### config.mk
export PLATFORM = sky130hd
export DESIGN_NAME = epiu_top
export DESIGN_NICKNAME = d
export VERILOG_FILES = /design/src/hw/epiu_pkg.sv /design/src/hw/epiu_edge_if.sv /design/src/hw/epiu_edge_det.sv /design/src/hw/epiu_apb_slave.sv /design/src/hw/epiu_top.sv
export SDC_FILE = /design/constraint.sdc
export NUM_CORES = 1
export LEC_CHECK = 0
export ABC_AREA = 1
export BUFFER_PORTS_ARGS = -buffer_cell sky130_fd_sc_hd__buf_4
export CAP_MARGIN = 5
export CORE_ASPECT_RATIO = 1.25
export CORE_MARGIN = 3
export CORE_UTILIZATION = 55
export CTS_BUF_LIST = sky130_fd_sc_hd__clkbuf_4 sky130_fd_sc_hd__clkbuf_8
export DETAILED_ROUTE_END_ITERATION = 7
export PLACE_DENSITY = 0.81
export SYNTH_ARGS = -nofsm -noshare
export SYNTH_HDL_FRONTEND = slang
export SYNTH_SLANG_ARGS = --single-unit
### constraint.sdc
create_clock -name pclk -period 2.3 [get_ports pclk]
set_input_delay 0.345 -clock pclk [delete_from_list [all_inputs] [get_ports pclk]]
set_output_delay 0.345 -clock pclk [all_outputs]
set_load 0.03 [all_outputs]
### src/hw/epiu_pkg.sv
// Constants, field layouts and helpers of the external pin interrupt unit
`default_nettype none
package epiu_pkg;
	localparam int unsigned ADDR_W = 18;
	localparam int unsigned DATA_W = 32;

	// Register indices; the byte address is four times the index
	localparam logic [15:0] IDX_EDGE   = 16'hFFF2;
	localparam logic [15:0] IDX_ENA    = 16'hFFF3;
	localparam logic [15:0] IDX_FLAG   = 16'hFFF6;
	localparam logic [15:0] IDX_ROUTE  = 16'hF085;
	localparam logic [15:0] IDX_PBMODE = 16'hF086;
	localparam logic [15:0] IDX_AEDGE  = 16'hF087;
	localparam logic [15:0] IDX_CCODE  = 16'hF088;
	localparam logic [15:0] IDX_ISTAT  = 16'hF089;
	localparam logic [15:0] IDX_IMASK  = 16'hF08A;

	// Register widths
	localparam int unsigned EDGE_W  = 4;
	localparam int unsigned ENA_W   = 4;
	localparam int unsigned FLAG_W  = 3;
	localparam int unsigned ROUTE_W = 4;
	localparam int unsigned PBM_W   = 2;
	localparam int unsigned IS_W    = 5;

	// Field positions
	localparam int unsigned EDGE_ZERO  = 0;
	localparam int unsigned EDGE_ONE   = 1;
	localparam int unsigned EDGE_CONVERSION_TRIGGER_INPUT = 2;
	localparam int unsigned EDGE_NMI   = 3;
	localparam int unsigned ENA_ZERO   = 0;
	localparam int unsigned ENA_ONE    = 1;
	localparam int unsigned ENA_AEC    = 2;
	localparam int unsigned ENA_RTC    = 3;
	localparam int unsigned FLAG_ZERO  = 0;
	localparam int unsigned FLAG_ONE   = 1;
	localparam int unsigned FLAG_AEC   = 2;
	localparam int unsigned ROUTE_ZERO = 0;
	localparam int unsigned ROUTE_ONE  = 2;
	localparam int unsigned PBM_ZERO   = 0;
	localparam int unsigned PBM_ONE    = 1;
	localparam int unsigned IS_CONVERSION_TRIGGER_INPUT   = 3;
	localparam int unsigned IS_NMI     = 4;

	// Reset values
	localparam logic [EDGE_W-1:0]  EDGE_RST  = 4'h0;
	localparam logic [ENA_W-1:0]   ENA_RST   = 4'h0;
	localparam logic [FLAG_W-1:0]  FLAG_RST  = 3'h0;
	localparam logic [ROUTE_W-1:0] ROUTE_RST = 4'h0;
	localparam logic [PBM_W-1:0]   PBM_RST   = 2'h0;
	localparam logic               AEDGE_RST = 1'h0;
	localparam logic               IMASK_RST = 1'h1;
	localparam logic [IS_W-1:0]    IS_RST    = 5'h00;

	// Synchroniser lanes: alternates of request zero, of request one, then single pins
	localparam int unsigned N_IN     = 9;
	localparam int unsigned LN_ZERO  = 0;
	localparam int unsigned LN_ONE   = 3;
	localparam int unsigned LN_NMI   = 6;
	localparam int unsigned LN_CONVERSION_TRIGGER_INPUT = 7;
	localparam int unsigned LN_AEC   = 8;

	typedef logic [1:0] epiu_route_t;
	localparam epiu_route_t ROUTE_PB   = 2'h0;
	localparam epiu_route_t ROUTE_NONE = 2'h3;

	// Effective source of a request input; port B source needs its mode bit
	function automatic epiu_route_t epiu_route_sel(input epiu_route_t code,
		input logic pb_on);
		if (code == ROUTE_NONE)
			return ROUTE_NONE;
		if (code == ROUTE_PB && !pb_on)
			return ROUTE_NONE;
		return code;
	endfunction

	// Pick one of three alternates; a detached input reads dflt
	function automatic logic epiu_pick(input logic [2:0] v, input epiu_route_t s,
		input logic dflt);
		return (s == ROUTE_NONE) ? dflt : v[s];
	endfunction

	// Selected edge: one means rising, zero means falling
	function automatic logic epiu_edge_hit(input logic rise, input logic fall,
		input logic sel);
		return sel ? rise : fall;
	endfunction

	function automatic logic epiu_mapped(input logic [15:0] idx);
		case (idx)
			IDX_EDGE, IDX_ENA, IDX_FLAG, IDX_ROUTE, IDX_PBMODE,
			IDX_AEDGE, IDX_CCODE, IDX_ISTAT, IDX_IMASK: return 1'b1;
			default: return 1'b0;
		endcase
	endfunction
endpackage
`default_nettype wire

### src/hw/epiu_edge_if.sv
// Carrier between the pin synchroniser and the interrupt logic
`default_nettype none
interface epiu_edge_if #(parameter int unsigned N = 9);
	logic [N-1:0] raw;
	logic [N-1:0] level;
	logic [N-1:0] rise;
	logic [N-1:0] fall;
	modport det (input raw, output level, output rise, output fall);
	modport user (output raw, input level, input rise, input fall);
endinterface
`default_nettype wire

### src/hw/epiu_edge_det.sv
// Three-stage pin synchroniser with filtered level and edge pulses
`default_nettype none
module epiu_edge_det #(
	parameter int unsigned N = 9
) (
	// Clock and reset
	input wire logic pclk,
	input wire logic presetn,
	// Pins in, level and edges out
	epiu_edge_if.det e
);
	logic [N-1:0] s1_ff, s2_ff, s3_ff, lvl_ff, rise_ff, fall_ff;
	logic [N-1:0] nxt_s1, nxt_s2, nxt_s3, nxt_lvl, nxt_rise, nxt_fall;

	always_comb begin
		nxt_s1 = e.raw;
		nxt_s2 = s1_ff;
		nxt_s3 = s2_ff;
		nxt_lvl = lvl_ff;
		// Level moves only when stages two and three agree
		for (int i = 0; i < N; i++) begin
			if (s2_ff[i] == s3_ff[i])
				nxt_lvl[i] = s3_ff[i];
		end
		nxt_rise = nxt_lvl & ~lvl_ff;
		nxt_fall = ~nxt_lvl & lvl_ff;
	end

	// Idle level of the request pins is high
	always_ff @(posedge pclk or negedge presetn) begin
		if (!presetn) begin
			s1_ff <= '1;
			s2_ff <= '1;
			s3_ff <= '1;
			lvl_ff <= '1;
			rise_ff <= '0;
			fall_ff <= '0;
		end else begin
			s1_ff <= nxt_s1;
			s2_ff <= nxt_s2;
			s3_ff <= nxt_s3;
			lvl_ff <= nxt_lvl;
			rise_ff <= nxt_rise;
			fall_ff <= nxt_fall;
		end
	end

	assign e.level = lvl_ff;
	assign e.rise = rise_ff;
	assign e.fall = fall_ff;
endmodule
`default_nettype wire

### src/hw/epiu_apb_slave.sv
// APB decode: zero-wait answer, strobes and error on unmapped words
`default_nettype none
module epiu_apb_slave
	import epiu_pkg::*;
#(
	parameter int unsigned AW = ADDR_W
) (
	// APB request
	input wire logic          psel,
	input wire logic          penable,
	input wire logic          pwrite,
	input wire logic [AW-1:0] paddr,
	// APB answer
	output logic              pready,
	output logic              pslverr,
	// Decoded strobes
	output logic              wr_stb,
	output logic              rd_setup,
	output logic              done,
	output logic [15:0]       idx
);
	logic ok;

	assign idx = paddr[17:2];
	assign ok = (paddr[1:0] == 2'h0) && epiu_mapped(idx);
	assign pready = 1'b1;
	assign done = psel & penable;
	assign pslverr = done & ~ok;
	assign wr_stb = done & pwrite & ok;
	// Read data is captured in the setup cycle so it stands through the access
	assign rd_setup = psel & ~penable & ~pwrite;
endmodule
`default_nettype wire

### src/hw/epiu_top.sv
// External pin interrupt unit: edge select, flags, enables, masking, routing
//
// Added by the designer: the address map and register access over APB.
`default_nettype none
module epiu_top
	import epiu_pkg::*;
#(
	parameter int unsigned AW = ADDR_W
) (
	// Clock and reset
	input wire logic              pclk,
	input wire logic              presetn,
	// APB slave
	input wire logic              psel,
	input wire logic              penable,
	input wire logic              pwrite,
	input wire logic [AW-1:0]     paddr,
	input wire logic [DATA_W-1:0] pwdata,
	output logic     [DATA_W-1:0] prdata,
	output logic                  pready,
	output logic                  pslverr,
	// Request pins: three alternates each for requests zero and one, then single pins
	input wire logic [2:0]        pin_request_zero,
	input wire logic [2:0]        pin_request_one,
	input wire logic              nmi_pin,
	input wire logic              conversion_trigger_input,
	input wire logic              event_counter_request,
	// Real-time clock request from on-chip logic
	input wire logic              rtc_event,
	// Requests to the core
	output logic                  cpu_req_zero,
	output logic                  cpu_req_one,
	output logic                  cpu_req_aec,
	output logic                  cpu_req_rtc,
	output logic                  nmi_req,
	output logic                  adc_trigger,
	output logic                  irq
);
	logic              wr_stb, rd_setup, done;
	logic [15:0]       idx;
	logic [3:0]        wb;

	logic [EDGE_W-1:0]  edge_select_reg_ff, nxt_edge_select_reg;
	logic [ENA_W-1:0]   request_enable_reg_ff, nxt_request_enable_reg;
	logic [FLAG_W-1:0]  request_flag_reg_ff, nxt_request_flag_reg;
	logic [ROUTE_W-1:0] pin_routing_reg_ff, nxt_pin_routing_reg;
	logic [PBM_W-1:0]   port_b_mode_reg_ff, nxt_port_b_mode_reg;
	logic               event_edge_select_reg_ff, nxt_event_edge_select_reg;
	logic               condition_code_ff, nxt_condition_code;
	logic [IS_W-1:0]    istat_ff, nxt_istat;
	logic [IS_W-1:0]    imask_ff, nxt_imask;
	logic [FLAG_W-1:0]  hold_ff, nxt_hold;
	logic [DATA_W-1:0]  prdata_ff, nxt_prdata;
	logic [3:0]         req_ff, nxt_req;
	logic               nmi_ff, nxt_nmi;
	logic               conversion_trigger_input_ff, nxt_conversion_trigger_input;
	logic               irq_ff, nxt_irq;

	epiu_route_t       sel0, sel1, nsel0, nsel1;
	logic [FLAG_W-1:0] hit, sw, fset;
	logic              nmi_hit, conversion_trigger_input_hit;
	logic              old0, new0, old1, new1;

	epiu_edge_if #(.N(N_IN)) sif ();

	// Every lane, including unrouted alternates, is synchronised so that
	// a routing change sees a settled level on the new pin at once
	assign sif.raw = {event_counter_request, conversion_trigger_input, nmi_pin,
		pin_request_one, pin_request_zero};

	epiu_edge_det #(.N(N_IN)) u_edge (
		.pclk    (pclk),
		.presetn (presetn),
		.e       (sif)
	);

	epiu_apb_slave #(.AW(AW)) u_apb (
		.psel     (psel),
		.penable  (penable),
		.pwrite   (pwrite),
		.paddr    (paddr),
		.pready   (pready),
		.pslverr  (pslverr),
		.wr_stb   (wr_stb),
		.rd_setup (rd_setup),
		.done     (done),
		.idx      (idx)
	);

	assign wb = pwdata[3:0];

	// Control registers written by software
	always_comb begin
		nxt_edge_select_reg = edge_select_reg_ff;
		nxt_request_enable_reg = request_enable_reg_ff;
		nxt_pin_routing_reg = pin_routing_reg_ff;
		nxt_port_b_mode_reg = port_b_mode_reg_ff;
		nxt_event_edge_select_reg = event_edge_select_reg_ff;
		nxt_condition_code = condition_code_ff;
		nxt_imask = imask_ff;
		if (wr_stb) begin
			case (idx)
				IDX_EDGE: nxt_edge_select_reg = wb;
				IDX_ENA: nxt_request_enable_reg = wb;
				IDX_ROUTE: nxt_pin_routing_reg = wb;
				IDX_PBMODE: nxt_port_b_mode_reg = wb[PBM_W-1:0];
				IDX_AEDGE: nxt_event_edge_select_reg = wb[0];
				IDX_CCODE: nxt_condition_code = wb[0];
				IDX_IMASK: nxt_imask = pwdata[IS_W-1:0];
				default: ;
			endcase
		end
	end

	// Effective sources before and after this cycle's write
	assign sel0 = epiu_route_sel(pin_routing_reg_ff[ROUTE_ZERO +: 2],
		port_b_mode_reg_ff[PBM_ZERO]);
	assign sel1 = epiu_route_sel(pin_routing_reg_ff[ROUTE_ONE +: 2],
		port_b_mode_reg_ff[PBM_ONE]);
	assign nsel0 = epiu_route_sel(nxt_pin_routing_reg[ROUTE_ZERO +: 2],
		nxt_port_b_mode_reg[PBM_ZERO]);
	assign nsel1 = epiu_route_sel(nxt_pin_routing_reg[ROUTE_ONE +: 2],
		nxt_port_b_mode_reg[PBM_ONE]);

	// A detached input reads high, so it never makes an edge
	assign old0 = epiu_pick(sif.level[LN_ZERO +: 3], sel0, 1'b1);
	assign new0 = epiu_pick(sif.level[LN_ZERO +: 3], nsel0, 1'b1);
	assign old1 = epiu_pick(sif.level[LN_ONE +: 3], sel1, 1'b1);
	assign new1 = epiu_pick(sif.level[LN_ONE +: 3], nsel1, 1'b1);

	// Edge detection on the routed pin of each request
	always_comb begin
		hit[FLAG_ZERO] = epiu_edge_hit(
			epiu_pick(sif.rise[LN_ZERO +: 3], sel0, 1'b0),
			epiu_pick(sif.fall[LN_ZERO +: 3], sel0, 1'b0),
			edge_select_reg_ff[EDGE_ZERO]);
		hit[FLAG_ONE] = epiu_edge_hit(
			epiu_pick(sif.rise[LN_ONE +: 3], sel1, 1'b0),
			epiu_pick(sif.fall[LN_ONE +: 3], sel1, 1'b0),
			edge_select_reg_ff[EDGE_ONE]);
		hit[FLAG_AEC] = epiu_edge_hit(sif.rise[LN_AEC], sif.fall[LN_AEC],
			event_edge_select_reg_ff);
		nmi_hit = epiu_edge_hit(sif.rise[LN_NMI], sif.fall[LN_NMI],
			edge_select_reg_ff[EDGE_NMI]);
		conversion_trigger_input_hit = epiu_edge_hit(sif.rise[LN_CONVERSION_TRIGGER_INPUT], sif.fall[LN_CONVERSION_TRIGGER_INPUT],
			edge_select_reg_ff[EDGE_CONVERSION_TRIGGER_INPUT]);
	end

	// Switching a pin function sets the flag unless both the old and the new
	// source sit high through the switch
	always_comb begin
		sw[FLAG_ZERO] = wr_stb && (nsel0 != sel0) && !(old0 && new0);
		sw[FLAG_ONE] = wr_stb && (nsel1 != sel1) && !(old1 && new1);
		sw[FLAG_AEC] = wr_stb && (nxt_event_edge_select_reg != event_edge_select_reg_ff)
			&& !sif.level[LN_AEC];
	end

	// The spurious set is held until the next bus transfer has completed, so
	// a clear issued as the very next access loses against it
	always_comb begin
		nxt_hold = (hold_ff & ~{FLAG_W{done}}) | sw;
		fset = hit | sw | hold_ff;
	end

	// Request flags: writing zero clears, writing one keeps, a set wins
	always_comb begin
		nxt_request_flag_reg = request_flag_reg_ff;
		if (wr_stb && idx == IDX_FLAG)
			nxt_request_flag_reg = request_flag_reg_ff & pwdata[FLAG_W-1:0];
		nxt_request_flag_reg = nxt_request_flag_reg | fset;
	end

	// Event status for the level interrupt: write one clears, a set wins
	always_comb begin
		nxt_istat = istat_ff;
		if (wr_stb && idx == IDX_ISTAT)
			nxt_istat = istat_ff & ~pwdata[IS_W-1:0];
		nxt_istat = nxt_istat | {nmi_hit, conversion_trigger_input_hit, hit | sw};
		nxt_irq = |(istat_ff & imask_ff);
	end

	// Requests to the core; the non-maskable one bypasses both gates
	always_comb begin
		nxt_req[0] = request_flag_reg_ff[FLAG_ZERO]
			& request_enable_reg_ff[ENA_ZERO] & ~condition_code_ff;
		nxt_req[1] = request_flag_reg_ff[FLAG_ONE]
			& request_enable_reg_ff[ENA_ONE] & ~condition_code_ff;
		nxt_req[2] = request_flag_reg_ff[FLAG_AEC]
			& request_enable_reg_ff[ENA_AEC] & ~condition_code_ff;
		nxt_req[3] = rtc_event & request_enable_reg_ff[ENA_RTC]
			& ~condition_code_ff;
		nxt_nmi = nmi_hit;
		nxt_conversion_trigger_input = conversion_trigger_input_hit;
	end

	// Read data captured in the setup cycle
	always_comb begin
		nxt_prdata = prdata_ff;
		if (rd_setup) begin
			nxt_prdata = '0;
			case (idx)
				IDX_EDGE: nxt_prdata[EDGE_W-1:0] = edge_select_reg_ff;
				IDX_ENA: nxt_prdata[ENA_W-1:0] = request_enable_reg_ff;
				IDX_FLAG: nxt_prdata[FLAG_W-1:0] = request_flag_reg_ff;
				IDX_ROUTE: nxt_prdata[ROUTE_W-1:0] = pin_routing_reg_ff;
				IDX_PBMODE: nxt_prdata[PBM_W-1:0] = port_b_mode_reg_ff;
				IDX_AEDGE: nxt_prdata[0] = event_edge_select_reg_ff;
				IDX_CCODE: nxt_prdata[0] = condition_code_ff;
				IDX_ISTAT: nxt_prdata[IS_W-1:0] = istat_ff;
				IDX_IMASK: nxt_prdata[IS_W-1:0] = imask_ff;
				default: nxt_prdata = '0;
			endcase
		end
	end

	// Software-written control registers
	always_ff @(posedge pclk or negedge presetn) begin
		if (!presetn) begin
			edge_select_reg_ff <= EDGE_RST;
			request_enable_reg_ff <= ENA_RST;
			pin_routing_reg_ff <= ROUTE_RST;
			port_b_mode_reg_ff <= PBM_RST;
			event_edge_select_reg_ff <= AEDGE_RST;
			condition_code_ff <= IMASK_RST;
			imask_ff <= IS_RST;
		end else begin
			edge_select_reg_ff <= nxt_edge_select_reg;
			request_enable_reg_ff <= nxt_request_enable_reg;
			pin_routing_reg_ff <= nxt_pin_routing_reg;
			port_b_mode_reg_ff <= nxt_port_b_mode_reg;
			event_edge_select_reg_ff <= nxt_event_edge_select_reg;
			condition_code_ff <= nxt_condition_code;
			imask_ff <= nxt_imask;
		end
	end

	// Request flags and the pending spurious set
	always_ff @(posedge pclk or negedge presetn) begin
		if (!presetn) begin
			request_flag_reg_ff <= FLAG_RST;
			hold_ff <= FLAG_RST;
		end else begin
			request_flag_reg_ff <= nxt_request_flag_reg;
			hold_ff <= nxt_hold;
		end
	end

	// Event status and the level interrupt
	always_ff @(posedge pclk or negedge presetn) begin
		if (!presetn) begin
			istat_ff <= IS_RST;
			irq_ff <= 1'b0;
		end else begin
			istat_ff <= nxt_istat;
			irq_ff <= nxt_irq;
		end
	end

	// Registered requests to the core
	always_ff @(posedge pclk or negedge presetn) begin
		if (!presetn) begin
			req_ff <= 4'h0;
			nmi_ff <= 1'b0;
			conversion_trigger_input_ff <= 1'b0;
		end else begin
			req_ff <= nxt_req;
			nmi_ff <= nxt_nmi;
			conversion_trigger_input_ff <= nxt_conversion_trigger_input;
		end
	end

	// Read data register
	always_ff @(posedge pclk or negedge presetn) begin
		if (!presetn) begin
			prdata_ff <= '0;
		end else begin
			prdata_ff <= nxt_prdata;
		end
	end

	assign prdata = prdata_ff;
	assign cpu_req_zero = req_ff[0];
	assign cpu_req_one = req_ff[1];
	assign cpu_req_aec = req_ff[2];
	assign cpu_req_rtc = req_ff[3];
	assign nmi_req = nmi_ff;
	assign adc_trigger = conversion_trigger_input_ff;
	assign irq = irq_ff;
endmodule
`default_nettype wire

Word level (Yosys, flattened, before mapping)
Index checks and enable logic that the tools add are counted.
{ "classes": {"bitwise_logic": 33, "eq_ne": 29, "n_lt_le_gt_ge": 4, "muxes": 80, "reduce_logical": 33} }
{ "op_table": {"columns": ["cell", "count"], "rows": [
  ["$eq 16x16->1 const B", 9],
  ["$mux 1", 45],
  ["$mux 2", 18],
  ["$and 9x9->9", 2],
  ["$not 9->9", 2],
  ["$bmux 1 s2", 8],
  ["$eq 2x2->1 const B", 8],
  ["$logic_and 1x1->1", 15],
  ["$and 1x1->1", 14],
  ["$lt 2x3->1 const B", 4],
  ["$or 3x3->3", 4],
  ["$and 5x5->5", 2],
  ["$logic_not 2->1", 5],
  ["$eq 1x1->1", 9],
  ["$pmux 1 s9", 1],
  ["$reduce_or 9->1", 1],
  ["$mux 4", 2],
  ["$reduce_and 2->1", 4],
  ["$logic_not 1->1", 7],
  ["$pmux 1 s7", 1],
  ["$and 3x3->3", 2],
  ["$pmux 1 s6", 1],
  ["$mux 5", 1],
  ["$not 5->5", 1],
  ["9 further kinds", 13]
]} }
{ "totals": {"input_bits": 65, "regBits": 98} }

Depth between registers and ports, before layout
Gate-level depths: netlist of run 1.
{ "logic_depth": {"depth_word": 21, "depth_mapped": 20, "mapped_depth_nobuf": 20} }

By module
Synthesis of run 1 repeated with hierarchy kept, for this count alone.
{ "hier_totals": {"cells_unflattened": 551, "area_unflattened_um2": 4693.3} }
{ "by_module_without_submodules": {"columns": ["module", "cells_per_inst", "area_per_inst_um2", "n_inst"], "rows": [
  ["epiu_top", 374, 2702.6, 1],
  ["epiu_edge_det", 117, 1677.9, 1],
  ["epiu_apb_slave", 60, 312.8, 1]
]} }

Worst setup path after synthesis of run 1
Ideal clock, no wire load.
{ "synth_path": {"path_type": "input to register", "start": "input paddr[13]", "end": "register istat_ff[1]", "stages": 19, "t_arrival_ps": 1870, "setup_slack_ps": 301, "required_time_ps": 2171, "setup_time_ps": 129, "n_path_buf": 1, "path_cell_list": "nor2_1 > nand2_1 > nor2_4 > nand2_2 > a21oi_1 > nor2_1 > nand2_4 > nand3_2 > buf_6 > nand2_2 > nand2_2 > inv_2 > nand2_2 > nand2_1 > nand2_1 > nand3_1 > nand2_1 > nand2_2 > nand3_1"} }
{ "synth_via": {"elab_chain_cells": 20} }
{ "synth_lines": {"columns": ["element", "line", "rtl"], "rows": [
  ["start, declared", "epiu_top.sv:17", "input wire logic [AW-1:0] paddr,"],
  ["$eq 16x16->1, on equally long branches", "epiu_pkg.sv:90, epiu_top.sv:102", null],
  ["$reduce_or 9->1", "epiu_pkg.sv:90", "case (idx)"],
  ["$mux 1", "epiu_pkg.sv:90", null],
  ["$logic_and 1x1->1", "epiu_apb_slave.sv:25", "assign ok = (paddr[1:0] == 2'h0) && epiu_mapped(idx);"],
  ["$and 1x1->1", "epiu_apb_slave.sv:29", "assign wr_stb = done & pwrite & ok;"],
  ["$mux 4 *", "epiu_top.sv:101", "if (wr_stb) begin"],
  ["via nxt_pin_routing_reg[3]", "epiu_top.sv:46", "logic [ROUTE_W-1:0] pin_routing_reg_ff, nxt_pin_routing_reg;"],
  ["$logic_not 2->1", "epiu_pkg.sv:72", "if (code == ROUTE_PB && !pb_on)"],
  ["[6 not listed]", null, null],
  ["$mux 1 (not written as such)", "epiu_pkg.sv:80", "return (s == ROUTE_NONE) ? dflt : v[s];"],
  ["$mux 1", "epiu_pkg.sv:80", null],
  ["$logic_and 1x1->1", "epiu_top.sv:153", "sw[FLAG_ONE] = wr_stb && (nsel1 != sel1) && !(old1 && new1);"],
  ["$logic_not 1->1", "epiu_top.sv:153", null],
  ["$logic_and 1x1->1 *", "epiu_top.sv:153", null],
  ["$or 3x3->3 *", "epiu_top.sv:178", "nxt_istat = nxt_istat | {nmi_hit, conversion_trigger_input_hit, hit | sw};"],
  ["$or 5x5->5 *", "epiu_top.sv:178", null],
  ["via nxt_istat[1]", "epiu_top.sv:50", "logic [IS_W-1:0] istat_ff, nxt_istat;"],
  ["end signal, assigned", "epiu_top.sv:254", "istat_ff <= nxt_istat;"],
  ["end, declared", "epiu_top.sv:50", null]
]} }
Mark *: on every way through the listed nets, which the timed path passes. The rest lies on a longest branch. The select of a mux whose other input is x is not followed.
A chain may end at the register's enable or synchronous reset.

Final worst setup path of run 1
{ "layout_path": {"start": "input paddr[17]", "end": "output pslverr"} }
{ "layout_via": {"elab_chain_cells": 6} }
{ "layout_lines": {"columns": ["element", "line", "rtl"], "rows": [
  ["$eq 16x16->1", "epiu_pkg.sv:90", null],
  ["$reduce_or 9->1 *", "epiu_pkg.sv:90", null],
  ["$mux 1 *", "epiu_pkg.sv:90", null],
  ["$logic_and 1x1->1 *", "epiu_apb_slave.sv:25", null],
  ["$not 1->1 *", "epiu_apb_slave.sv:28", "assign pslverr = done & ~ok;"],
  ["$and 1x1->1 *", "epiu_apb_slave.sv:28", null],
  ["end, declared", "epiu_top.sv:21", "output logic pslverr,"]
]} }
Mark *: on every way between the ends. The rest lies on a longest branch, timed or not.

==> impl_metrics.prom, run 1 <==
# TYPE chip_impl_metric gauge
chip_impl_info{name="result_of_the_run",value="completed"} 1
chip_impl_metric{name="synth_seq_cells",unit=""} 98
chip_impl_metric{name="instances_no_fill",unit=""} 695
chip_impl_metric{name="yosys_warnings",unit=""} 0
chip_impl_metric{name="drtPass1Iterations",unit=""} 4
chip_impl_metric{name="synth_enable_flop_cells",unit=""} 0
chip_impl_metric{name="n_fill_cell",unit=""} 658
chip_impl_metric{name="internal-power",unit="mW"} 2.66
chip_impl_metric{name="gp_routability_congestion",unit=""} 0.910
chip_impl_metric{name="max-vdd-ir-drop",unit="uV"} 460
chip_impl_metric{name="required",unit="ps"} 1960
chip_impl_metric{name="slew_headroom",unit="%"} 52.7
chip_impl_metric{name="bufs_on_longest_clock_path",unit=""} 2
chip_impl_metric{name="antenna_cells",unit=""} 0
chip_impl_metric{name="synthSimpleGateAreaFrac",unit="%"} 21.4
chip_impl_metric{name="flow.area_growth_from_synthesis",unit="%"} 17.3
chip_impl_metric{name="post-layout-total-power",unit="mW"} 3.51
chip_impl_metric{name="grt_util_all_layers",unit="%"} 22.8
chip_impl_metric{name="yosysUniqueCellTypes",unit=""} 40
chip_impl_metric{name="htree_num_levels",unit=""} 3
chip_impl_metric{name="floorplan.die.height",unit="microns"} 108
chip_impl_metric{name="portBuffers",unit=""} 50
chip_impl_metric{name="synth_compound_area_share",unit="%"} 11.0
chip_impl_metric{name="layout.nets",unit=""} 660
chip_impl_metric{name="maximum_number_of_pins_on_one_net_before_global_route_repair",unit=""} 59
chip_impl_metric{name="placement.cell_area",unit="sq um"} 5080
chip_impl_metric{name="post_synth_instance_area",unit="sq um"} 4550
chip_impl_metric{name="timing.final.hold_violations",unit=""} 0
chip_impl_metric{name="cts.clk_slew.worst_paths",unit="ps"} 100
chip_impl_info{name="synth_flop_cell",value="sky130_fd_sc_hd__dfrtp_1"} 1
chip_impl_metric{name="dp.cells",unit=""} 676
chip_impl_metric{name="ff_latch_area",unit="sq um"} 2500
chip_impl_metric{name="initial_utilization",unit="%"} 57.4
chip_impl_metric{name="grt_pass1_vias",unit=""} 3572
chip_impl_metric{name="die_width",unit="microns"} 87.4
chip_impl_metric{name="power_switching_share",unit="%"} 24.1
chip_impl_metric{name="ant_nets",unit=""} 0
chip_impl_metric{name="multi_input_area",unit="sq um"} 1620
chip_impl_info{name="critical_path_class",value="input pin to output port"} 1
chip_impl_metric{name="core",unit="sq um"} 7930
chip_impl_metric{name="finClkSkew",unit="ps"} 10.3
chip_impl_metric{name="synth-async-reset-ratio",unit="%"} 100
chip_impl_metric{name="sequentialPowerShare",unit="%"} 53.3
chip_impl_metric{name="place_worst_setup_slack",unit="ps"} -101
chip_impl_metric{name="route.detailed.vias_per_inst",unit=""} 5.21
chip_impl_metric{name="grt-ovfl-total",unit=""} 0
chip_impl_metric{name="fin_area",unit="sq um"} 5340
chip_impl_metric{name="synth_area_per_cell",unit="sq um"} 8.82
chip_impl_metric{name="layout_worst_path_cycle_share",unit="%"} 92.4
chip_impl_metric{name="io_pins",unit=""} 106
chip_impl_metric{name="drt_wl_total",unit="microns"} 10200
chip_impl_info{name="top_layer_used",value="met4"} 1
chip_impl_metric{name="power.density_cell_area",unit="nW/um^2"} 657
chip_impl_metric{name="die-area",unit="sq um"} 9410
chip_impl_metric{name="clkSinkCount",unit=""} 98
chip_impl_info{name="tritoncts",value="yes"} 1
chip_impl_metric{name="clock_power_share",unit="%"} 37.3
chip_impl_metric{name="max_freq",unit="MHz"} 471
chip_impl_metric{name="power.net_switching",unit="uW"} 847
chip_impl_metric{name="drt-wirelength-per-cell",unit="microns"} 14.6
chip_impl_metric{name="worst-slew-pin-transition",unit="ps"} 704
chip_impl_info{name="clk_root_buffer_cell",value="sky130_fd_sc_hd__clkbuf_8"} 1
chip_impl_metric{name="cts_made_buffers",unit=""} 9
chip_impl_metric{name="grt_first_pass_wirelength",unit="microns"} 16500
chip_impl_metric{name="maxCapViolCount",unit=""} 0
chip_impl_metric{name="via_count",unit=""} 3624
chip_impl_metric{name="comb_power_share",unit="%"} 9.4
chip_impl_info{name="startpoint_type",value="input pin"} 1
chip_impl_metric{name="floorplan.rows",unit=""} 36
chip_impl_metric{name="drt_iter0_markers",unit=""} 179
chip_impl_metric{name="clock_insertion_delay_worst_skew",unit="ps"} 370
chip_impl_metric{name="seq_area_frac_synth",unit="%"} 54.9
chip_impl_metric{name="fin_setup_tns",unit="ps"} 0
chip_impl_info{name="setup.worst_path.end_class",value="output port"} 1
chip_impl_metric{name="timing.critical_path.fanout_max",unit=""} 7
chip_impl_metric{name="synth_adder_area_share",unit="%"} 0
chip_impl_metric{name="setup_violations",unit=""} 0
chip_impl_metric{name="synth_xor_xnor_area_share",unit="%"} 0
chip_impl_metric{name="drt_drc_violations_left",unit=""} 0
chip_impl_metric{name="post-route-min-period",unit="ps"} 2130
chip_impl_metric{name="dp_hpwl",unit="microns"} 7680
chip_impl_info{name="hold_class",value="input pin to flip-flop"} 1
chip_impl_metric{name="antenna_violations_before_repair",unit=""} 0
chip_impl_metric{name="static-leakage-power",unit="nW"} 2.67
chip_impl_metric{name="m1WireLength",unit="microns"} 4100
chip_impl_metric{name="synthesis.instances",unit=""} 516
chip_impl_metric{name="drive_above_1_share",unit="%"} 26.7
chip_impl_info{name="largest_family_of_logic_cells_by_synthesized_area",value="simple AND/OR/NAND/NOR gates"} 1
chip_impl_metric{name="detailroute.wirelength.met2",unit="microns"} 5250
chip_impl_metric{name="postLayoutSetupSlackWorst",unit="ps"} 175
chip_impl_metric{name="arrival",unit="ps"} 1780
chip_impl_metric{name="routed-wl-met3",unit="microns"} 496
chip_impl_metric{name="yosys-mux-area-fraction",unit="%"} 0.934
chip_impl_metric{name="timing.final.max_slew_violations",unit=""} 0
-- timing repair --
item                                   4_1_cts  5_1_grt
hold buffers                                 1        0
endpoints found under the hold margin       29        0
setup endpoints to repair                    0        3
gates resized for setup                      0        0
buffers inserted                             0        2
-- power groups by stage --
stage	Clock [mW]	Combinational, mW	Sequential, mW
2_1_floorplan	0	0.204	1.91
3_3_place_gp	0	0.318	1.90
3_5_place_dp	0	0.328	1.90
4_1_cts	1.34	0.332	1.87
5_1_grt	1.41	0.364	1.88
6_report	1.31	0.330	1.87
-- cells by family (layout without fill, tap and decap cells) --
logic type | Yosys count | count (layout)
and+or+nand+nor | 217 | 217
other | 2 | 28
AOI/OAI and AO/OA | 85 | 85
muxes | 4 | 4
buffers and inverters | 110 | 168
DFF | 98 | 98
-- Yosys cell counts (2+ instances only) --
cell type	instances	area (sq um)
sky130_fd_sc_hd__nand2_1	102	383
sky130_fd_sc_hd__inv_1	72	270
sky130_fd_sc_hd__dfrtp_1	61	1530
sky130_fd_sc_hd__nor2_1	40	150
sky130_fd_sc_hd__dfstp_2	37	972
sky130_fd_sc_hd__buf_4	28	210
sky130_fd_sc_hd__a21oi_1	25	125
sky130_fd_sc_hd__o21ai_0	23	115
sky130_fd_sc_hd__nand3_1	22	110
sky130_fd_sc_hd__nor3_1	18	90.1
sky130_fd_sc_hd__nand2_2	13	81.3
sky130_fd_sc_hd__o22ai_1	11	68.8
sky130_fd_sc_hd__o21ai_1	10	50.1
sky130_fd_sc_hd__nand4_1	8	50.1
sky130_fd_sc_hd__inv_2	6	22.5
sky130_fd_sc_hd__nor2_2	5	31.3
sky130_fd_sc_hd__o32ai_1	3	26.3
sky130_fd_sc_hd__a31oi_1	2	12.5
sky130_fd_sc_hd__buf_2	2	10.0
sky130_fd_sc_hd__conb_1	2	7.51
sky130_fd_sc_hd__mux2_2	2	22.5
sky130_fd_sc_hd__mux2i_1	2	20.0
sky130_fd_sc_hd__nand3_2	2	20.0
sky130_fd_sc_hd__nor2_4	2	22.5
sky130_fd_sc_hd__o21bai_1	2	15.0
sky130_fd_sc_hd__o221ai_1	2	17.5
-- layout make-up --
cell class,instances,area share [%]
multi-input combinational,334,30.4
sequential,98,46.8
clock inverter,7,2.18
timing repair buffer,73,10.5
tap,95,2.23
inverter,79,5.55
clock buffer,9,2.32
-- metrics by stage --
step / utilization, % / hold WS, ps
detailed placement: 64.0 / 348
global route: 67.4 / 52.9
floorplan: - / 49.4
CTS: 67.2 / 61.1
finish: 67.4 / 70.5
global placement: 64.0 / 346
-- path summary, 6_finish.rpt --
kind	startpoint	endpoint	slack [ps]	cells after the start
setup / recovery	paddr[17]	pslverr	170	13
hold / removal	nmi_pin	u_edge.nxt_s2[6]	70	1
setup reg to reg	pin_routing_reg_ff[1]	request_flag_reg_ff[0]	600	9
hold reg to reg	u_edge.nxt_s2[8]	u_edge.nxt_s3[8]	360	0
max in group asynchronous	presetn	u_edge.nxt_s2[8]	1090	3
min in group asynchronous	presetn	adc_trigger	490	2
-- critical path, cell delays in order --
cell and delay [ps]:
sky130_fd_sc_hd__buf_4 110, sky130_fd_sc_hd__nand2_1 90, sky130_fd_sc_hd__inv_2 30, sky130_fd_sc_hd__nand2_1 110, sky130_fd_sc_hd__nor2_4 80, sky130_fd_sc_hd__buf_4 140, sky130_fd_sc_hd__nand2_2 90, sky130_fd_sc_hd__nand3_2 80
sky130_fd_sc_hd__nor2_2 130, sky130_fd_sc_hd__nand2_4 70, sky130_fd_sc_hd__buf_4 160, sky130_fd_sc_hd__a21oi_1 160, sky130_fd_sc_hd__buf_4 190
-- placed cells by master, fill, tap and decap left out, types with 3 or more instances in the layout --
cell	n
sky130_fd_sc_hd__dfrtp_1	61
sky130_fd_sc_hd__o22ai_1	11
sky130_fd_sc_hd__dfstp_2	37
sky130_fd_sc_hd__inv_1	72
sky130_fd_sc_hd__nand3_1	22
sky130_fd_sc_hd__buf_4	71
sky130_fd_sc_hd__conb_1	28
sky130_fd_sc_hd__o32ai_1	3
sky130_fd_sc_hd__nor2_2	5
sky130_fd_sc_hd__nand4_1	8
sky130_fd_sc_hd__bufinv_16	3
sky130_fd_sc_hd__nor3_1	18
sky130_fd_sc_hd__a21oi_1	25
sky130_fd_sc_hd__o21ai_0	23
sky130_fd_sc_hd__o21ai_1	10
sky130_fd_sc_hd__nand2_2	13
sky130_fd_sc_hd__inv_2	6
sky130_fd_sc_hd__nor2_1	40
sky130_fd_sc_hd__clkbuf_8	9
sky130_fd_sc_hd__nand2_1	102
-- registers in the layout, summed over array words and instances (netlist names), 5 cells and up --
| name | flops |
|---|---|
| u_edge.nxt_s3 | 9 |
| istat_ff | 5 |
| imask_ff | 5 |
| u_edge.e.fall | 9 |
| u_edge.s3_ff | 9 |
| u_edge.e.rise | 9 |
| prdata | 5 |
| u_edge.e.level | 9 |
| u_edge.nxt_s2 | 9 |
-- layer usage --
| metal | GRT usage (%) | vias up |
|---|---|---|
| met3 | 3.83 | 31 |
| met1 | 27.3 | 1707 |
| met4 | 10.7 | 0 |
| met5 | 0 | - |
| met2 | 39.3 | 122 |
| li1 | - | 1764 |
Power figures use the tool's default switching activity.
==> run 2, diff against run 1 <==
--- a/config.mk
+++ b/config.mk
@@ -16,4 +16,5 @@
 export PLACE_DENSITY = 0.81
 export SYNTH_ARGS = -nofsm -noshare
 export SYNTH_HDL_FRONTEND = slang
+export SYNTH_HIERARCHICAL = 1
 export SYNTH_SLANG_ARGS = --single-unit
==> run 2 against run 1 <==
Synthesized area is 3.1% higher; critical path type is now input pin to flip-flop; critical endpoint is now istat_ff[1]; clock skew is 2.4 ps higher; cell area is 2.4% lower; critical path depth is 5 higher; global-route usage is 0.63 points lower; via count is 0.72% higher; non-clock buffer count is 16 lower; largest power group unchanged; combinational power is 16% lower; maximum frequency is 2.2% higher; largest cell class unchanged; the flow now finishes with violations (negative hold slack).
==> impl_metrics.prom, run 2 <==
# TYPE chip_impl_metric gauge
chip_impl_info{name="yosysMostFrequentCell",value="sky130_fd_sc_hd__nand2_1"} 1
chip_impl_metric{name="cts.clk_slew.worst_paths",unit="ps"} 100
chip_impl_metric{name="clock_insertion_delay_worst_skew",unit="ps"} 370
chip_impl_info{name="layout.cells.most_common_list",value="sky130_fd_sc_hd__nand2_1 (125), sky130_fd_sc_hd__inv_1 (79), sky130_fd_sc_hd__dfrtp_1 (61)"} 1
chip_impl_metric{name="grt_util_all_layers",unit="%"} 22.2
chip_impl_metric{name="grt_first_pass_wirelength",unit="microns"} 16400
chip_impl_metric{name="flow.area_growth_from_synthesis",unit="%"} 11.0
chip_impl_metric{name="worstPathBufferInverterCount",unit=""} 3
chip_impl_info{name="synth.top_cells.by_count",value="sky130_fd_sc_hd__nand2_1 (125), sky130_fd_sc_hd__inv_1 (79), sky130_fd_sc_hd__dfrtp_1 (61), sky130_fd_sc_hd__buf_4 (44), sky130_fd_sc_hd__nor2_1 (44)"} 1
chip_impl_metric{name="hold_buffers",unit=""} 0
chip_impl_info{name="post_synth_main_area_contributors",value="sky130_fd_sc_hd__dfrtp_1 (33%), sky130_fd_sc_hd__dfstp_2 (21%), sky130_fd_sc_hd__nand2_1 (10%), sky130_fd_sc_hd__buf_4 (7.0%), sky130_fd_sc_hd__inv_1 (6.3%)"} 1
chip_impl_metric{name="route.detailed.vias_per_inst",unit=""} 5.21
chip_impl_metric{name="synth_adder_area_share",unit="%"} 0
chip_impl_metric{name="drtPass1Iterations",unit=""} 5
chip_impl_metric{name="clkSinkCount",unit=""} 98
chip_impl_info{name="sequence_of_cells_on_the_critical_path",value="buf_4 -> inv_1 -> nand2_1 -> nor2_1 -> nand3_1 -> o21ai_2 -> nand2_1 -> nor2_1 -> buf_4 -> nand3_1 -> nand2_1 -> nand2_1 -> nand2_1 -> nand2_1 -> xor2_1 -> nand2_1 -> nand2_2 -> nand3_1"} 1
chip_impl_metric{name="yosysUniqueCellTypes",unit=""} 34
chip_impl_metric{name="required",unit="ps"} 2540
chip_impl_metric{name="drive_above_1_share",unit="%"} 21.9
chip_impl_info{name="hold_class",value="input pin to asynchronous set/reset pin"} 1
chip_impl_metric{name="synth_top_area_share",unit="%"} 32.5
chip_impl_metric{name="core",unit="sq um"} 8290
chip_impl_metric{name="final_util",unit="%"} 62.9
chip_impl_info{name="clk_root_buffer_cell",value="sky130_fd_sc_hd__clkbuf_8"} 1
chip_impl_metric{name="fin_setup_tns",unit="ps"} 0
chip_impl_metric{name="finClkSkew",unit="ps"} 12.6
chip_impl_metric{name="via_count",unit=""} 3650
chip_impl_metric{name="seq_area_frac_synth",unit="%"} 53.2
chip_impl_metric{name="htree_num_levels",unit=""} 3
chip_impl_metric{name="ant_nets",unit=""} 0
chip_impl_metric{name="slew_headroom",unit="%"} 55.8
chip_impl_metric{name="antenna_violations_before_repair",unit=""} 0
chip_impl_info{name="critical_path_class",value="input pin to flip-flop"} 1
chip_impl_info{name="leading_cell_type_in_the_layout_fill_and_taps_excluded",value="sky130_fd_sc_hd__nand2_1"} 1
chip_impl_metric{name="synth_enable_flop_cells",unit=""} 0
chip_impl_metric{name="io_pins",unit=""} 106
chip_impl_metric{name="synth_compound_area_share",unit="%"} 8.32
chip_impl_info{name="result_of_the_run",value="finished with violations"} 1
chip_impl_info{name="critical_path.most_common_cell",value="sky130_fd_sc_hd__nand2_1"} 1
chip_impl_metric{name="internal-power",unit="mW"} 2.37
chip_impl_metric{name="worst-slew-pin-transition",unit="ps"} 663
chip_impl_metric{name="whs",unit="ps"} -7.57
chip_impl_metric{name="setup_violations",unit=""} 0
chip_impl_metric{name="max_freq",unit="MHz"} 481
chip_impl_metric{name="yosys_warnings",unit=""} 6
chip_impl_metric{name="timing.critical_path.fanout_max",unit=""} 13
chip_impl_metric{name="maximum_number_of_pins_on_one_net_before_global_route_repair",unit=""} 52
chip_impl_info{name="failed_checks",value="negative hold slack"} 1
chip_impl_metric{name="max-vdd-ir-drop",unit="uV"} 498
chip_impl_metric{name="timing.final.hold_violations",unit=""} 6
chip_impl_metric{name="place_worst_setup_slack",unit="ps"} -68.6
chip_impl_metric{name="antenna_cells",unit=""} 0
chip_impl_metric{name="arrival",unit="ps"} 2320
chip_impl_info{name="setup.worst_path.end_class",value="flip-flop"} 1
chip_impl_metric{name="synth_xor_xnor_area_share",unit="%"} 0.187
chip_impl_metric{name="postLayoutSetupSlackWorst",unit="ps"} 220
chip_impl_metric{name="maxCapViolCount",unit=""} 0
chip_impl_metric{name="grt-ovfl-total",unit=""} 0
chip_impl_info{name="tritoncts",value="yes"} 1
chip_impl_metric{name="cts_made_buffers",unit=""} 9
chip_impl_info{name="synth_flop_cell",value="sky130_fd_sc_hd__dfrtp_1"} 1
chip_impl_metric{name="grt_pass1_vias",unit=""} 3576
chip_impl_metric{name="layout_worst_path_cycle_share",unit="%"} 90.4
chip_impl_metric{name="cts.repair.resized",unit=""} 0
chip_impl_metric{name="power.density_cell_area",unit="nW/um^2"} 609
chip_impl_info{name="unrepaired_setup_endpoints_after_global_routing",value="no"} 1
chip_impl_metric{name="portBuffers",unit=""} 50
chip_impl_metric{name="layout.nets",unit=""} 664
chip_impl_metric{name="power_switching_share",unit="%"} 25.5
chip_impl_metric{name="initial_utilization",unit="%"} 56.6
chip_impl_metric{name="synthSimpleGateAreaFrac",unit="%"} 24.3
chip_impl_info{name="startpoint_type",value="input pin"} 1
chip_impl_info{name="critPathSlowestCell",value="sky130_fd_sc_hd__buf_4"} 1
chip_impl_metric{name="post_synth_instance_area",unit="sq um"} 4690
chip_impl_metric{name="die-area",unit="sq um"} 9680
chip_impl_metric{name="dp_hpwl",unit="microns"} 7370
chip_impl_metric{name="synthesis.instances",unit=""} 551
chip_impl_metric{name="timing.final.max_slew_violations",unit=""} 0
chip_impl_metric{name="cpPeakStageDelay",unit="ps"} 210
chip_impl_metric{name="sequentialPowerShare",unit="%"} 58.4
chip_impl_metric{name="static-leakage-power",unit="nW"} 2.58
chip_impl_metric{name="drt-wirelength-per-cell",unit="microns"} 14.1
chip_impl_metric{name="gp_routability_congestion",unit=""} 0.876
chip_impl_metric{name="bufs_on_longest_clock_path",unit=""} 2
chip_impl_info{name="gate_family_responsible_for_the_most_delay_along_the_worst_path",value="simple AND/OR/NAND/NOR gates"} 1
chip_impl_metric{name="synth_seq_cells",unit=""} 98
chip_impl_metric{name="drt_iter0_markers",unit=""} 382
chip_impl_metric{name="drt_wl_total",unit="microns"} 9860
chip_impl_metric{name="cts_post_setup_buffers_inserted",unit=""} 0
chip_impl_metric{name="die_width",unit="microns"} 88.6
chip_impl_metric{name="floorplan.rows",unit=""} 37
chip_impl_info{name="largest_family_of_logic_cells_by_synthesized_area",value="simple AND/OR/NAND/NOR gates"} 1
chip_impl_metric{name="post-route-min-period",unit="ps"} 2080
chip_impl_metric{name="synth-async-reset-ratio",unit="%"} 100
chip_impl_metric{name="floorplan.die.height",unit="microns"} 109
chip_impl_metric{name="yosys-mux-area-fraction",unit="%"} 0.213
chip_impl_metric{name="synth_area_per_cell",unit="sq um"} 8.52
chip_impl_metric{name="power.net_switching",unit="uW"} 808
chip_impl_metric{name="comb_power_share",unit="%"} 8.7
chip_impl_metric{name="drt_drc_violations_left",unit=""} 0
chip_impl_metric{name="clock_power_share",unit="%"} 32.8
chip_impl_info{name="synth_largest_area_cell",value="sky130_fd_sc_hd__dfrtp_1"} 1
-- run 2: cell types whose count changed after synthesis, moves of 3 or more --
cell	delta
sky130_fd_sc_hd__nor3_1	-6
sky130_fd_sc_hd__nand3_1	+5
sky130_fd_sc_hd__inv_1	+7
sky130_fd_sc_hd__o32ai_1	-3
sky130_fd_sc_hd__and3_1	+8
sky130_fd_sc_hd__a21oi_1	-4
sky130_fd_sc_hd__inv_2	-5
sky130_fd_sc_hd__o21ai_1	-10
sky130_fd_sc_hd__nor4_1	+3
sky130_fd_sc_hd__buf_4	+16
sky130_fd_sc_hd__nand2_1	+23
sky130_fd_sc_hd__o21ai_0	+9
sky130_fd_sc_hd__nand2_2	-4
sky130_fd_sc_hd__nor2_1	+4
-- run 2: cell type report --
class	count	area, sq um
multi-input cells	353	1650
flip-flops and latches	98	2500
well taps	97	121
fillers	700	3080
repair buffers	57	453
inverters	80	300
clock inverters	4	26.3
clock buffers	12	159
-- run 2: power by group through the flow --
stage	Sequential (mW)	Combinational (mW)	Clock [mW]
global placement	1.88	0.267	0
CTS	1.86	0.280	1.07
floorplan	1.88	0.207	0
global route	1.87	0.311	1.15
detailed placement	1.89	0.278	0
finish	1.86	0.278	1.04
-- run 2: per-layer routing --
metal	track usage [%]	vias to the layer above	wire length (microns)	part of all wire, %
li1	-	1776	-	-
met1	26.8	1702	3930	40
met2	37.3	150	5030	51
met3	4.38	22	564	5.7
met4	10.9	0	340	3.5
met5	0	-	0	0
-- run 2: cells by family (layout without fill, tap and decap cells) --
kind of cell,count (synthesis),count (layout)
xor gates and xnor gates,1,1
DFF,98,98
AOI/OAI and AO/OA,71,71
other,2,28
and+or+nand+nor,252,252
muxes,1,1
buffers and inverters,126,153
-- run 2: path summary, 6_finish.rpt --
kind | startpoint | to | slack (ps) | depth (start not counted)
worst max-delay path | paddr[8] | istat_ff[1] | 220 | 18
worst min-delay path | presetn | request_enable_reg_ff[3] | -8 | 1
worst max register to register | pin_routing_reg_ff[2] | istat_ff[1] | 650 | 7
worst min register to register | u_edge/nxt_s2[5] | u_edge/nxt_s3[5] | 360 | 0
max in group asynchronous | presetn | u_edge/nxt_s2[7] | 1620 | 2
min in group pclk | pin_request_zero[2] | u_edge/nxt_s2[2] | 80 | 1
-- run 2: metrics by stage --
step | cell area, sq um | hold WS, ps | power [mW] | cells
2_1_floorplan | 4790 | 49.4 | 2.08 | 577
3_5_place_dp | 5030 | 347 | 2.16 | 685
5_1_grt | 5210 | 36.0 | 3.32 | 701
3_3_place_gp | 5030 | 345 | 2.15 | 685
4_1_cts | 5210 | 21.9 | 3.21 | 701
6_report | 5210 | -7.57 | 3.17 | 701
==> run 3, diff against run 2 <==
--- a/config.mk
+++ b/config.mk
@@ -11,9 +11,8 @@
 export CORE_ASPECT_RATIO = 1.25
 export CORE_MARGIN = 3
 export CORE_UTILIZATION = 55
-export CTS_BUF_LIST = sky130_fd_sc_hd__clkbuf_4 sky130_fd_sc_hd__clkbuf_8
 export DETAILED_ROUTE_END_ITERATION = 7
-export PLACE_DENSITY = 0.81
+export PLACE_DENSITY_LB_ADDON = 0.25
 export SYNTH_ARGS = -nofsm -noshare
 export SYNTH_HDL_FRONTEND = slang
 export SYNTH_HIERARCHICAL = 1
==> run 3 against run 2 <==
The run now ends clean; final cell count rose by 0.14%; worst hold slack better by 91 ps; clock skew is 0.88 ps lower; sequential share of layout area grew 0.29 points; maximum frequency is 3.5% higher; non-clock buffer count rose by 1; routed wire length down 3.1%; clock-buffer cell count increased by 2; largest cell class unchanged; largest power group unchanged.
==> impl_metrics.prom, run 3 (synthesis results as in run 2) <==
# TYPE chip_impl_metric gauge
chip_impl_info{name="setup.worst_path.end_class",value="flip-flop"} 1
chip_impl_metric{name="static-leakage-power",unit="nW"} 2.57
chip_impl_metric{name="layout_worst_path_cycle_share",unit="%"} 87.4
chip_impl_metric{name="finClkSkew",unit="ps"} 11.7
chip_impl_metric{name="floorplan.die.height",unit="microns"} 109
chip_impl_metric{name="final_util",unit="%"} 62.5
chip_impl_metric{name="cts.repair.resized",unit=""} 0
chip_impl_metric{name="place_worst_setup_slack",unit="ps"} -50.8
chip_impl_info{name="timing.rr.start",value="pin_routing_reg_ff[2]"} 1
chip_impl_info{name="critPathSlowestCell",value="sky130_fd_sc_hd__buf_4"} 1
chip_impl_info{name="hold_class",value="input pin to flip-flop"} 1
chip_impl_info{name="startpoint_of_the_worst_setup_timing_path",value="paddr[8]"} 1
chip_impl_metric{name="maxCapViolCount",unit=""} 0
chip_impl_metric{name="timing.final.max_slew_violations",unit=""} 0
chip_impl_metric{name="setup_violations",unit=""} 0
chip_impl_metric{name="die-area",unit="sq um"} 9680
chip_impl_info{name="sequence_of_cells_on_the_critical_path",value="buf_4 -> inv_1 -> nand2_1 -> nor2_1 -> nand3_1 -> o21ai_2 -> nand2_1 -> nor2_1 -> buf_4 -> nand4_1 -> nand2_2 -> nand2_1 -> nand2_1 -> xor2_1 -> nand2_1 -> nand2_2 -> nand3_1"} 1
chip_impl_metric{name="die_width",unit="microns"} 88.6
chip_impl_metric{name="antenna_cells",unit=""} 0
chip_impl_info{name="startpoint_type",value="input pin"} 1
chip_impl_metric{name="portBuffers",unit=""} 50
chip_impl_info{name="clk_root_buffer_cell",value="sky130_fd_sc_hd__clkbuf_8"} 1
chip_impl_metric{name="placement.cell_area",unit="sq um"} 5010
chip_impl_metric{name="worstPathBufferInverterCount",unit=""} 3
chip_impl_info{name="leading_cell_type_in_the_layout_fill_and_taps_excluded",value="sky130_fd_sc_hd__nand2_1"} 1
chip_impl_metric{name="grt_first_pass_wirelength",unit="microns"} 15300
chip_impl_metric{name="arrival",unit="ps"} 2240
chip_impl_info{name="critical_path_class",value="input pin to flip-flop"} 1
chip_impl_metric{name="required",unit="ps"} 2530
chip_impl_metric{name="antenna_violations_before_repair",unit=""} 0
chip_impl_metric{name="bufs_on_longest_clock_path",unit=""} 2
chip_impl_metric{name="post-route-min-period",unit="ps"} 2010
chip_impl_metric{name="route.detailed.vias_per_inst",unit=""} 5.21
chip_impl_metric{name="io_pins",unit=""} 106
chip_impl_metric{name="drtPass1Iterations",unit=""} 7
chip_impl_metric{name="grt-ovfl-total",unit=""} 0
chip_impl_metric{name="clock_insertion_delay_worst_skew",unit="ps"} 370
chip_impl_metric{name="dp_hpwl",unit="microns"} 7220
chip_impl_metric{name="clock_power_share",unit="%"} 30.9
chip_impl_metric{name="gp_routability_congestion",unit=""} 0.883
chip_impl_metric{name="max_freq",unit="MHz"} 498
chip_impl_metric{name="drt_iter0_markers",unit=""} 290
chip_impl_metric{name="cts_made_buffers",unit=""} 9
chip_impl_metric{name="ff_latch_area",unit="sq um"} 2500
chip_impl_info{name="unrepaired_setup_endpoints_after_global_routing",value="no"} 1
chip_impl_info{name="critical_path.most_common_cell",value="sky130_fd_sc_hd__nand2_1"} 1
chip_impl_metric{name="max-vdd-ir-drop",unit="uV"} 475
chip_impl_metric{name="power.net_switching",unit="uW"} 780
chip_impl_metric{name="floorplan.rows",unit=""} 37
chip_impl_metric{name="postLayoutSetupSlackWorst",unit="ps"} 291
chip_impl_metric{name="internal-power",unit="mW"} 2.30
chip_impl_info{name="tritoncts",value="yes"} 1
chip_impl_metric{name="via_count",unit=""} 3655
chip_impl_metric{name="timing.critical_path.fanout_max",unit=""} 11
chip_impl_metric{name="layout.nets",unit=""} 665
chip_impl_metric{name="htree_num_levels",unit=""} 3
chip_impl_metric{name="initial_utilization",unit="%"} 56.6
chip_impl_info{name="startpoint_of_the_tightest_hold_check_path",value="pin_request_one[2]"} 1
chip_impl_metric{name="power_switching_share",unit="%"} 25.3
chip_impl_metric{name="drive_above_1_share",unit="%"} 21.0
chip_impl_info{name="result_of_the_run",value="completed"} 1
chip_impl_metric{name="comb_power_share",unit="%"} 8.9
chip_impl_metric{name="sequentialPowerShare",unit="%"} 60.2
chip_impl_metric{name="fin_area",unit="sq um"} 5180
chip_impl_metric{name="power.density_cell_area",unit="nW/um^2"} 595
chip_impl_metric{name="n_fill_cell",unit=""} 740
chip_impl_metric{name="timing.final.hold_violations",unit=""} 0
chip_impl_metric{name="grt_pass1_vias",unit=""} 3427
chip_impl_metric{name="cpPeakStageDelay",unit="ps"} 200
chip_impl_metric{name="multi_input_area",unit="sq um"} 1650
chip_impl_metric{name="clkSinkCount",unit=""} 98
chip_impl_metric{name="ant_nets",unit=""} 0
chip_impl_metric{name="drt_drc_violations_left",unit=""} 0
chip_impl_metric{name="drt_wl_total",unit="microns"} 9550
chip_impl_metric{name="flow.area_growth_from_synthesis",unit="%"} 10.4
chip_impl_metric{name="maximum_number_of_pins_on_one_net_before_global_route_repair",unit=""} 41
chip_impl_metric{name="core",unit="sq um"} 8290
chip_impl_metric{name="drt-wirelength-per-cell",unit="microns"} 13.6
chip_impl_metric{name="cts.clk_slew.worst_paths",unit="ps"} 80
chip_impl_info{name="gate_family_responsible_for_the_most_delay_along_the_worst_path",value="simple AND/OR/NAND/NOR gates"} 1
chip_impl_info{name="layout.cells.most_common_list",value="sky130_fd_sc_hd__nand2_1 (125), sky130_fd_sc_hd__inv_1 (79), sky130_fd_sc_hd__dfrtp_1 (61)"} 1
chip_impl_metric{name="grt_util_all_layers",unit="%"} 20.8
## run 3: changes by cell type in the layout (fill, tap and decap cells not counted), sizes merged
cell,before,now
clkbuf,12,14
dlygate4sd3,0,1
clkinv,3,2
clkinvlp,1,0
## run 3: power groups by stage
stage,clock [mW],combinational (mW),sequential [mW]
finish,0.950,0.276,1.85
global route,1.05,0.308,1.86
CTS,1.00,0.279,1.85
detailed placement,0,0.276,1.89
global placement,0,0.266,1.88
floorplan,0,0.207,1.88
## run 3: per-layer routing
layer / GRT usage (%) / vias up / wire length, microns
met5: 0 / - / 0
met1: 23.2 / 1711 / 3830
met4: 11.9 / 0 / 394
li1: - / 1780 / -
met2: 36.1 / 133 / 4890
met3: 4.23 / 31 / 441
## run 3: metrics by stage
step	power [mW]	std cells	setup TNS (ps)	hold WS, ps
after global routing	3.23	702	0	54.8
final	3.08	702	0	83.6
after detailed placement	2.16	685	-86.8	335
after CTS	3.13	702	0	56.7
after floorplan	2.08	577	0	49.4
after global placement	2.15	685	0	326
## run 3: worst register-to-register path, cell delays in order, from the launching register on
cell and delay [ps]:
sky130_fd_sc_hd__dfrtp_1 380, sky130_fd_sc_hd__inv_1 90, sky130_fd_sc_hd__a21oi_1 340, sky130_fd_sc_hd__inv_1 150
sky130_fd_sc_hd__o21ai_0 190, sky130_fd_sc_hd__o22ai_1 100, sky130_fd_sc_hd__a21oi_1 280, sky130_fd_sc_hd__nand3_1 130
## run 3: layout make-up
class	instances	area share (%)
tap	97	2.34
clock buffer	14	2.75
inverter	80	5.80
clock inverter	2	0.266
timing repair buffer	58	8.70
multi-input combinational	353	31.9
sequential	98	48.2
## run 3: worst paths after layout
path                       slack, ps                      to  cells after the start
hold reg to reg                  360        u_edge/nxt_s3[1]                      0
min in group asynchronous        470        u_edge/e.rise[4]                      2
setup reg to reg                 520  request_flag_reg_ff[1]                      7
hold / removal                    80        u_edge/nxt_s2[5]                      1
max in group asynchronous       1090         u_edge/s3_ff[8]                      3
setup / recovery                 290  request_flag_reg_ff[1]                     17
## run 3: repair_timing
item                       CTS  global route
setup endpoints to repair    0             0
hold buffers                 1             0
hold endpoints to repair    19             0
buffers inserted             0             0
